===== config.mk =====
export PLATFORM = sky130hd
export DESIGN_NAME = dgc_top
export DESIGN_NICKNAME = d
export VERILOG_FILES = /design/src/rtl/dgc_pkg.sv /design/src/rtl/dgc_top.sv
export SDC_FILE = /design/constraint.sdc
export NUM_CORES = 1
export LEC_CHECK = 0
export BUFFER_PORTS_ARGS = -buffer_cell sky130_fd_sc_hd__buf_2
export CAP_MARGIN = 10
export CORE_ASPECT_RATIO = 0.8
export CORE_MARGIN = 3
export CORE_UTILIZATION = 46
export DETAILED_ROUTE_END_ITERATION = 8
export GPL_TIMING_DRIVEN = 0
export MAX_ROUTING_LAYER = met4
export PLACE_DENSITY = 0.88
export SLEW_MARGIN = 30
export SYNTH_ARGS = -nofsm -noshare
export SYNTH_HDL_FRONTEND = slang
export SYNTH_SLANG_ARGS = --single-unit

===== constraint.sdc =====
create_clock -name REF_CLK_I -period 2.6 [get_ports REF_CLK_I]
set_input_delay 0.78 -clock REF_CLK_I [delete_from_list [all_inputs] [get_ports REF_CLK_I]]
set_output_delay 0.78 -clock REF_CLK_I [all_outputs]
set_load 0.005 [all_outputs]

===== src/rtl/dgc_pkg.sv =====
package dgc_pkg;
  // ==========================================
  // Register map
  localparam logic [7:0]  ADDR_CFG0  = 8'h00;
  localparam logic [7:0]  ADDR_CFG1  = 8'h04;
  localparam logic [7:0]  ADDR_INIT  = 8'h08;
  localparam logic [7:0]  ADDR_STAT  = 8'h0C;
  localparam logic [31:0] CFG0_RST   = 32'hA8003E3F;
  localparam logic [31:0] CFG0_WMASK = 32'hFC07FFFF;
  localparam logic [31:0] CFG1_RST   = 32'h0100C403;
  localparam logic [31:0] CFG1_WMASK = 32'hFFFFFFC7;
  localparam logic [31:0] INIT_WMASK = 32'h00000201;
  // ==========================================
  // Field positions
  localparam int CLOCK_PAIR_DRIVE_SELECT_LSB = 26;
  localparam int TSEL_LSB = 14;
  localparam int OWDL_LSB = 12;
  localparam int ODIV_LSB = 9;
  localparam int OSCR_BIT = 8;
  localparam int LTRG_BIT = 7;
  localparam int LTMD_BIT = 6;
  localparam int LBAC_BIT = 31;
  localparam int LBGM_LSB = 29;
  localparam int LBSS_BIT = 28;
  localparam int LBPT_BIT = 27;
  localparam int INHB_BIT = 26;
  localparam int FRST_BIT = 25;
  localparam int ZDIV_LSB = 23;
  localparam int DLIM_LSB = 15;
  localparam int IAVG_LSB = 13;
  localparam int SMDP_LSB = 11;
  localparam int SMEN_BIT = 10;
  localparam int MTRK_BIT = 9;
  localparam int IOVM_LSB = 7;
  localparam int LSEL_BIT = 6;
  localparam int LSTP_BIT = 2;
  localparam int MLVL_BIT = 1;
  localparam int PDWN_BIT = 0;
  localparam int LVL_BIT  = 9;
  localparam int TRG_BIT  = 0;
  // ==========================================
  // Carrier types
  typedef struct packed {
    logic [5:0] clock_pair_drive;
    logic [4:0] test_output_select;
    logic [1:0] leveling_line_sel;
    logic [2:0] oscillator_divide;
    logic       oscillator_run;
    logic       line_test_mode;
    logic [5:0] drift_comp_en;
  } dgc_cfg0_t;
  typedef struct packed {
    logic       loopback_active;
    logic [1:0] loopback_gate_mode;
    logic       loopback_strobe_shift;
    logic       loopback_point_select;
    logic       drift_calc_inhibit;
    logic       macro_fast_reset_n;
    logic [1:0] impedance_clock_divide;
    logic [7:0] drift_limit;
    logic [1:0] initial_average_depth;
    logic [1:0] smoothing_depth;
    logic       smoothing_enable;
    logic       master_line_tracking_enable;
    logic [1:0] io_voltage_mode;
    logic       leveling_select_encoding;
    logic       leveling_step_size;
    logic       manual_leveling_mode;
    logic       unused_lane_power_down;
  } dgc_cfg1_t;
endpackage


===== src/rtl/dgc_top.sv =====
// Added by the designer: the AHB-Lite interface to the registers and the register offsets.
`timescale 1ns/1ps
module dgc_top #(
  parameter int DRIFT_W = 8
) (
  // Clock and reset
  input  wire logic               REF_CLK_I,
  input  wire logic               RST_I,
  // AHB-Lite slave
  input  wire logic               HSEL_I,
  input  wire logic [31:0]        HADDR_I,
  input  wire logic [1:0]         HTRANS_I,
  input  wire logic               HWRITE_I,
  input  wire logic [2:0]         HSIZE_I,
  input  wire logic [31:0]        HWDATA_I,
  input  wire logic               HREADY_I,
  output      logic [31:0]        HRDATA_O,
  output      logic               HREADYOUT_O,
  output      logic               HRESP_O,
  // PHY status inputs
  input  wire logic               LINE_TEST_DONE_I,
  input  wire logic               LEVELING_DONE_I,
  input  wire logic               DRIFT_STOPPED_I,
  input  wire logic [DRIFT_W-1:0] DRIFT_STEPS_I,
  // PHY control outputs
  output      dgc_pkg::dgc_cfg0_t CFG0_O,
  output      dgc_pkg::dgc_cfg1_t CFG1_O,
  output      logic               LINE_TEST_START_O,
  output      logic               LEVELING_STROBE_O,
  output      logic               MACRO_RESET_O,
  output      logic               FORCE_STROBE_DELAY_ZERO_O,
  output      logic               DDR_LINE_ACTIVE_O,
  output      logic               SDR_LINE_ACTIVE_O,
  output      logic               DRIFT_FLAG_O
);
  import dgc_pkg::*;

  // ==========================================
  // Bus address phase capture
  logic [31:0] cfg0_r;
  logic [31:0] cfg1_r;
  logic        lvl_r;
  logic        trig_prev_r;
  logic        wr_r;
  logic        rd_r;
  logic [7:0]  adr_r;
  logic [31:0] rdata_nxt;
  logic [31:0] rdata_r;
  logic        drift_r;

  wire take = HSEL_I && HREADY_I && HTRANS_I[1];
  wire ok_size = (HSIZE_I == 3'h2);

  always_ff @(posedge REF_CLK_I)
  begin
    if (RST_I)
    begin
      wr_r  <= 1'b0;
      rd_r  <= 1'b0;
      adr_r <= 8'h00;
    end
    else
    begin
      wr_r  <= take && HWRITE_I && ok_size;
      rd_r  <= take && !HWRITE_I;
      adr_r <= HADDR_I[7:0];
    end
  end

  // ==========================================
  // Register write decode
  wire wr_cfg0 = wr_r && (adr_r == ADDR_CFG0);
  wire wr_cfg1 = wr_r && (adr_r == ADDR_CFG1);
  wire wr_init = wr_r && (adr_r == ADDR_INIT);
  wire lvl_set = wr_init && HWDATA_I[LVL_BIT] && HWDATA_I[TRG_BIT];

  // Reserved positions keep their reset value on write
  wire [31:0] cfg0_wv = (HWDATA_I & CFG0_WMASK) | (CFG0_RST & ~CFG0_WMASK);
  wire [31:0] cfg1_wv = (HWDATA_I & CFG1_WMASK) | (CFG1_RST & ~CFG1_WMASK);

  // Values held after this edge, so a read right after a write sees them
  wire [31:0] cfg0_nxt = wr_cfg0 ? cfg0_wv : cfg0_r;
  wire [31:0] cfg1_nxt = wr_cfg1 ? cfg1_wv : cfg1_r;
  wire        lvl_nxt  = lvl_set || (lvl_r && !LEVELING_DONE_I);

  always_ff @(posedge REF_CLK_I)
  begin
    if (RST_I)
    begin
      cfg0_r <= CFG0_RST;
      cfg1_r <= CFG1_RST;
    end
    else
    begin
      if (wr_cfg0)
        cfg0_r <= cfg0_wv;
      if (wr_cfg1)
        cfg1_r <= cfg1_wv;
    end
  end

  // Leveling bit: done clears, a new request in the same cycle wins
  always_ff @(posedge REF_CLK_I)
  begin
    if (RST_I)
    begin
      lvl_r       <= 1'b0;
      trig_prev_r <= 1'b0;
    end
    else
    begin
      lvl_r       <= lvl_set || (lvl_r && !LEVELING_DONE_I);
      trig_prev_r <= cfg0_r[LTRG_BIT];
    end
  end

  // ==========================================
  // Read data
  wire [31:0] stat_w = {1'b0, DRIFT_STOPPED_I, 28'h0000000,
                        drift_r, LINE_TEST_DONE_I};
  // Looked up in the address phase, registered for the data phase
  wire       rd_take = take && !HWRITE_I;
  wire [7:0] rd_adr  = HADDR_I[7:0];
  always_comb
  begin
    rdata_nxt = 32'h00000000;
    unique case (rd_adr)
      ADDR_CFG0: rdata_nxt = cfg0_nxt & CFG0_WMASK;
      ADDR_CFG1: rdata_nxt = cfg1_nxt & CFG1_WMASK;
      ADDR_INIT: rdata_nxt = {22'h000000, lvl_nxt, 9'h000};
      ADDR_STAT: rdata_nxt = stat_w;
      default:   rdata_nxt = 32'h00000000;
    endcase
  end

  always_ff @(posedge REF_CLK_I)
  begin
    if (RST_I)
      rdata_r <= 32'h00000000;
    else
      rdata_r <= rd_take ? rdata_nxt : 32'h00000000;
  end
  assign HRDATA_O    = rdata_r;
  assign HREADYOUT_O = 1'b1;
  assign HRESP_O     = 1'b0;

  // ==========================================
  // Configuration outputs
  assign CFG0_O = '{
    clock_pair_drive:   cfg0_r[CLOCK_PAIR_DRIVE_SELECT_LSB +: 6],
    test_output_select: cfg0_r[TSEL_LSB +: 5],
    leveling_line_sel:  cfg0_r[OWDL_LSB +: 2],
    oscillator_divide:  cfg0_r[ODIV_LSB +: 3],
    oscillator_run:     cfg0_r[OSCR_BIT],
    line_test_mode:     cfg0_r[LTMD_BIT],
    drift_comp_en:      cfg0_r[5:0]
  };
  assign CFG1_O = '{
    loopback_active:             cfg1_r[LBAC_BIT],
    loopback_gate_mode:          cfg1_r[LBGM_LSB +: 2],
    loopback_strobe_shift:       cfg1_r[LBSS_BIT],
    loopback_point_select:       cfg1_r[LBPT_BIT],
    drift_calc_inhibit:          cfg1_r[INHB_BIT],
    macro_fast_reset_n:          cfg1_r[FRST_BIT],
    impedance_clock_divide:      cfg1_r[ZDIV_LSB +: 2],
    drift_limit:                 cfg1_r[DLIM_LSB +: 8],
    initial_average_depth:       cfg1_r[IAVG_LSB +: 2],
    smoothing_depth:             cfg1_r[SMDP_LSB +: 2],
    smoothing_enable:            cfg1_r[SMEN_BIT],
    master_line_tracking_enable: cfg1_r[MTRK_BIT],
    io_voltage_mode:             cfg1_r[IOVM_LSB +: 2],
    leveling_select_encoding:    cfg1_r[LSEL_BIT],
    leveling_step_size:          cfg1_r[LSTP_BIT],
    manual_leveling_mode:        cfg1_r[MLVL_BIT],
    unused_lane_power_down:      cfg1_r[PDWN_BIT]
  };

  // Measurement launched on rising edge of the trigger bit only
  assign LINE_TEST_START_O = cfg0_r[LTRG_BIT] && !trig_prev_r;
  // One strobe per software trigger in manual leveling
  assign LEVELING_STROBE_O = lvl_set && cfg1_r[MLVL_BIT];
  assign MACRO_RESET_O     = !cfg1_r[FRST_BIT];
  assign FORCE_STROBE_DELAY_ZERO_O =
    cfg1_r[LBAC_BIT] && !cfg1_r[LBSS_BIT];
  assign DDR_LINE_ACTIVE_O = cfg0_r[OWDL_LSB];
  assign SDR_LINE_ACTIVE_O = cfg0_r[OWDL_LSB + 1];

  // ==========================================
  // Drift flag
  wire [7:0] lim = cfg1_r[DLIM_LSB +: 8];
  always_ff @(posedge REF_CLK_I)
  begin
    if (RST_I)
      drift_r <= 1'b0;
    else
      drift_r <= (lim != 8'h00) &&
                 (8'(DRIFT_STEPS_I) >= lim);
  end
  assign DRIFT_FLAG_O = drift_r;

  // ==========================================
  // Assertions
  property p_zero_lim;
    @(posedge REF_CLK_I) disable iff (RST_I)
    (lim == 8'h00) |=> !drift_r;
  endproperty
  a_zero_lim: assert property (p_zero_lim)
    else $error("drift flag with zero limit");

  property p_trig_once;
    @(posedge REF_CLK_I) disable iff (RST_I)
    LINE_TEST_START_O |=> !LINE_TEST_START_O;
  endproperty
  a_trig_once: assert property (p_trig_once)
    else $error("line test start repeated");

  property p_trig_hold;
    @(posedge REF_CLK_I) disable iff (RST_I)
    (cfg0_r[LTRG_BIT] && !wr_cfg0) |=> cfg0_r[LTRG_BIT];
  endproperty
  a_trig_hold: assert property (p_trig_hold)
    else $error("trigger bit cleared by hardware");

  property p_macro;
    @(posedge REF_CLK_I) disable iff (RST_I)
    (wr_cfg1 && !HWDATA_I[FRST_BIT]) |=> MACRO_RESET_O;
  endproperty
  a_macro: assert property (p_macro)
    else $error("macro reset not held");

  property p_resv;
    @(posedge REF_CLK_I) disable iff (RST_I)
    (rd_r && adr_r == ADDR_CFG0) |-> (HRDATA_O[25:19] == 7'h00);
  endproperty
  a_resv: assert property (p_resv)
    else $error("reserved bits nonzero");

  property p_resv1;
    @(posedge REF_CLK_I) disable iff (RST_I)
    (rd_r && adr_r == ADDR_CFG1) |-> (HRDATA_O[5:3] == 3'h0);
  endproperty
  a_resv1: assert property (p_resv1)
    else $error("reserved bits nonzero");

  property p_lvl;
    @(posedge REF_CLK_I) disable iff (RST_I)
    (lvl_r && LEVELING_DONE_I && !lvl_set) |=> !lvl_r;
  endproperty
  a_lvl: assert property (p_lvl)
    else $error("leveling bit not self cleared");

  property p_strb;
    @(posedge REF_CLK_I) disable iff (RST_I)
    LEVELING_STROBE_O |=> (lvl_r && !LEVELING_STROBE_O);
  endproperty
  a_strb: assert property (p_strb)
    else $error("leveling strobe not single");

  property p_shift;
    @(posedge REF_CLK_I) disable iff (RST_I)
    FORCE_STROBE_DELAY_ZERO_O |-> CFG1_O.loopback_active;
  endproperty
  a_shift: assert property (p_shift)
    else $error("strobe forced outside loopback");

  property p_ckdrv;
    @(posedge REF_CLK_I) disable iff (RST_I)
    wr_cfg0 |=> (CFG0_O.clock_pair_drive == $past(HWDATA_I[CLOCK_PAIR_DRIVE_SELECT_LSB +: 6]));
  endproperty
  a_ckdrv: assert property (p_ckdrv)
    else $error("clock pair drive code not taken");

  property p_tsel;
    @(posedge REF_CLK_I) disable iff (RST_I)
    wr_cfg0 |=> (CFG0_O.test_output_select == $past(HWDATA_I[TSEL_LSB +: 5]));
  endproperty
  a_tsel: assert property (p_tsel)
    else $error("test output select not taken");

  property p_lines;
    @(posedge REF_CLK_I) disable iff (RST_I)
    wr_cfg0 |=> ({SDR_LINE_ACTIVE_O, DDR_LINE_ACTIVE_O} ==
                 $past(HWDATA_I[OWDL_LSB +: 2]));
  endproperty
  a_lines: assert property (p_lines)
    else $error("leveling line actives wrong");

  property p_odiv;
    @(posedge REF_CLK_I) disable iff (RST_I)
    wr_cfg0 |=> (CFG0_O.oscillator_divide == $past(HWDATA_I[ODIV_LSB +: 3]));
  endproperty
  a_odiv: assert property (p_odiv)
    else $error("oscillator divide not taken");

  property p_dcomp;
    @(posedge REF_CLK_I) disable iff (RST_I)
    wr_cfg0 |=> (CFG0_O.drift_comp_en == $past(HWDATA_I[5:0]));
  endproperty
  a_dcomp: assert property (p_dcomp)
    else $error("drift compensation enables not taken");

  property p_resv0w;
    @(posedge REF_CLK_I) disable iff (RST_I)
    wr_cfg0 |=> (cfg0_r[25:19] == 7'h00);
  endproperty
  a_resv0w: assert property (p_resv0w)
    else $error("reserved bits stored");

  property p_resv1w;
    @(posedge REF_CLK_I) disable iff (RST_I)
    wr_cfg1 |=> (cfg1_r[5:3] == 3'h0);
  endproperty
  a_resv1w: assert property (p_resv1w)
    else $error("reserved bits stored");

  property p_gate;
    @(posedge REF_CLK_I) disable iff (RST_I)
    wr_cfg1 |=> (CFG1_O.loopback_gate_mode == $past(HWDATA_I[LBGM_LSB +: 2]));
  endproperty
  a_gate: assert property (p_gate)
    else $error("loopback gate mode not taken");

  property p_lbpt;
    @(posedge REF_CLK_I) disable iff (RST_I)
    wr_cfg1 |=> (CFG1_O.loopback_point_select == $past(HWDATA_I[LBPT_BIT]));
  endproperty
  a_lbpt: assert property (p_lbpt)
    else $error("loopback point not taken");

  property p_zdiv;
    @(posedge REF_CLK_I) disable iff (RST_I)
    wr_cfg1 |=> (CFG1_O.impedance_clock_divide ==
                 $past(HWDATA_I[ZDIV_LSB +: 2]));
  endproperty
  a_zdiv: assert property (p_zdiv)
    else $error("impedance divider not taken");

  property p_lvlsel;
    @(posedge REF_CLK_I) disable iff (RST_I)
    wr_cfg1 |=> ({CFG1_O.leveling_select_encoding, CFG1_O.leveling_step_size}
                 == $past({HWDATA_I[LSEL_BIT], HWDATA_I[LSTP_BIT]}));
  endproperty
  a_lvlsel: assert property (p_lvlsel)
    else $error("leveling encoding or step not taken");

  property p_lvlset;
    @(posedge REF_CLK_I) disable iff (RST_I)
    lvl_set |=> lvl_r;
  endproperty
  a_lvlset: assert property (p_lvlset)
    else $error("leveling bit not set");

  c_trig:  cover property (@(posedge REF_CLK_I) LINE_TEST_START_O);
  c_strb:  cover property (@(posedge REF_CLK_I) LEVELING_STROBE_O);
  c_drift: cover property (@(posedge REF_CLK_I) DRIFT_FLAG_O);
  c_loop:  cover property (@(posedge REF_CLK_I) FORCE_STROBE_DELAY_ZERO_O);
  c_lvl:   cover property (@(posedge REF_CLK_I) lvl_r && LEVELING_DONE_I);
endmodule


==> key figures <==
Status
  • Status: complete, but fails checks
  • Violated checks: negative setup slack

Timing
  • Slew Viols, Final: 0
  • Hold_ws: 0.489 ns
  • Final Cycle Share: 100%
  • Fin crit period: 2.60 ns
  • Relative slew margins: 47.0%
  • Setup_tns: -0.00221 ns
  • Worst-Margin Slew: 0.795 ns
  • Final worst slack: -0.00221 ns
  • Final Setup Violations: 1
  • Clock Skew: 0.0103 ns
  • Final Hold Fails: 0
  • Fmax: 0.384 GHz
  • Unrepaired setup endpoints after global routing: true

Setup path
  • FF-to-FF Start: adr_r[5]
  • Critical Path Start Type: flop
  • Worst-path fanout max: 2
  • R2R setup slack: 0.16 ns
  • Crit path from: adr_r[5]
  • Crit end category: output port
  • Worst setup path endpoint: LEVELING_STROBE_O
  • Crit Path Class: reg -> out
  • Cells on worst reg2reg path: 7
  • RR Endpoint: HRDATA_O[13]
  • CP arrival: 1.82 ns
  • Worst EP required: 1.82 ns

Yosys
  • Synthesized area: 3850 sq um
  • #FFs+latches synth: 98
  • Post-synth EDFFs: 0
  • Synth top area cells: dfxtp_1 (51%), mux2i_1 (14%), buf_4 (5.1%), nor2_1 (4.9%), nand2b_1 (3.4%)
  • Main synth FF type: dfxtp_1
  • FFs w/ async S/R, synth: 0%
  • Syn Inst Count: 380
  • Post-synthesis sequential area ratio: 50.9%
  • Yosys warnings: 0
  • Syn_nets: 473
  • Netlist cell types: 36
  • Synth area leader: dfxtp_1
  • Avg Cell Area, Syn: 10.1 sq um
  • Commonest cells in the netlist: dfxtp_1 (98), mux2i_1 (54), nor2_1 (50)
  • Most common cell in the netlist: dfxtp_1
  • Share of the synthesized area in the top cell type: 50.9%

Detailed routing
  • Via density per instance: 4.95
  • Drt wl/cell: 15.6 microns
  • TritonRoute pass-1 iters: 4
  • Iteration-0 DRC Markers: 130
  • Residual DRC: 0
  • Via count: 3249
  • Post-route ant nets: 0
  • DRT Wirelength: 10.2 mm

Worst hold path
  • HP Class: reg -> reg

Pwr
  • Power share of the clock group: 38.4%
  • PD cells: 532 nW/um^2
  • Comb power frac: 4.6%
  • Sequential power share: 57.0%
  • Peak supply drop: 319 uV
  • Pwr Total: 2.66 mW
  • Net Sw Frac: 23.4%
  • Switching power of the nets: 621 uW
  • Pint: 2.04 mW
  • Leak Pwr: 2.43 nW

Global route
  • Vias in the first global route: 3196
  • Gr ovfl total: 0
  • All-Layer GR Usage: 22.0%
  • Initial antenna violation count: 0
  • Largest net degree at the start of global routing: 19
  • First-pass GRT wire length: 15.7 mm

Finish
  • Storage cell area: 1960 sq um
  • Area taken by multi-input logic gates: 1590 sq um
  • Final instance area: 4990 sq um
  • Final Net Count: 637
  • Area grow syn2layout: 29.5%
  • Ratio of cells with drive above 1 in the final layout: 37.3%
  • # diodes: 0
  • Layout filler cell count: 706

Clocking
  • Clock tree buffer depth: 2
  • Sink Count: 98
  • Root buffer cell: clkbuf_8
  • Clock-pin slew of the registers on the worst-case setup and hold paths: 0.10 ns
  • Clock latency on the worst-skew pair: 0.35 ns
  • H-tree depth: 3
  • CTS Buf Count: 9
  • CTS tree: yes

Placed design
  • Port Buffers: 151
  • Pre-CTS setup slack: -0.0975 ns
  • Hpwl dp: 7.85 mm
  • Placed instance area: 4750 sq um
  • Routability cong.: 0.848

Floorplanning
  • Std cell rows: 29
  • Die H: 87.9 microns
  • Starting Density: 47.9%
  • Core area: 8060 sq um
  • Die width: 108 microns
  • # IOs: 179
  • DIE AREA: 9520 sq um

Run
  • Count of maximum capacitance violations: 0
[cell type report]
cell class	count	area share [%]
sequential	98	39.3
inverter	10	0.752
multi-input combinational	226	31.7
clock buffer	9	2.48
buffer	46	5.76
tap	108	2.71
timing repair buffer	153	15.6
clock inverter	7	1.68
[layout by cell type, fill, tap and decap left out, drive strengths merged, types with 5 or more instances in the layout]
cell	instances
a21oi	5
and2	20
buf	185
clkbuf	23
dfxtp	98
ha	8
inv	14
mux2i	54
nand2b	21
nor2	50
nor2b	12
nor4	5
o21a	5
o22ai	19
[how the worst min path moves through the flow]
stage	from	to	slack, ns	depth (start not counted)
global route	cfg0_r[7]	trig_prev_r	0.53	1
floorplan	lvl_r	lvl_r	0.45	2
detailed placement	cfg0_r[7]	trig_prev_r	0.47	1
finish	cfg0_r[7]	trig_prev_r	0.49	1
CTS	cfg0_r[7]	trig_prev_r	0.49	1
global placement	cfg0_r[7]	trig_prev_r	0.47	1
[state kept, by name, summed over array words and instances (netlist names)]
register and flops:
DRIFT_FLAG_O 1, HRDATA_O 32, adr_r 8, cfg0_r 25, cfg1_r 29, lvl_r 1, trig_prev_r 1, wr_r 1
[through the flow]
step	util, %	std cells
final	62.0	657
after global routing	62.0	657
after CTS	61.7	655
after detailed placement	58.9	639
after global placement	58.9	639
after floorplan	-	380
[critical path: stages (launching register included)]
cell	delay [ns]
dfxtp_2	0.33
or4_4	0.55
nor4_4	0.31
and2_4	0.20
buf_6	0.09
[layer usage]
layer	vias up	share of wire, %	track usage (%)
met5	-	0	-
met2	134	50	38.1
met1	1525	42	26.2
met4	0	0.80	4.93
met3	12	7.4	5.16
li1	1578	-	-
[timing repair]
action	4_1_cts	5_1_grt
endpoints found under the setup margin	1	1
resized for setup	2	3
pin swaps	3	3
buffers inserted	0	2
hold buffers	0	0
gates cloned	0	0
[cell families after synthesis]
family | share of synthesized area (%)
compound gates | 5.84
buf+inv | 8.44
flops | 50.9
simple gates | 18.0
other cells | 0.195
fa+ha+maj | 2.60
mux | 14.0
[power groups by stage]
stage | Clock [mW] | Combinational [mW] | Sequential [mW]
after floorplan | 0 | 0.0464 | 1.55
after CTS | 1.05 | 0.120 | 1.51
after detailed placement | 0 | 0.119 | 1.55
after global placement | 0 | 0.113 | 1.55
final | 1.02 | 0.123 | 1.51
after global routing | 1.11 | 0.136 | 1.52
Note: power is estimated with default switching activity, not from simulation.
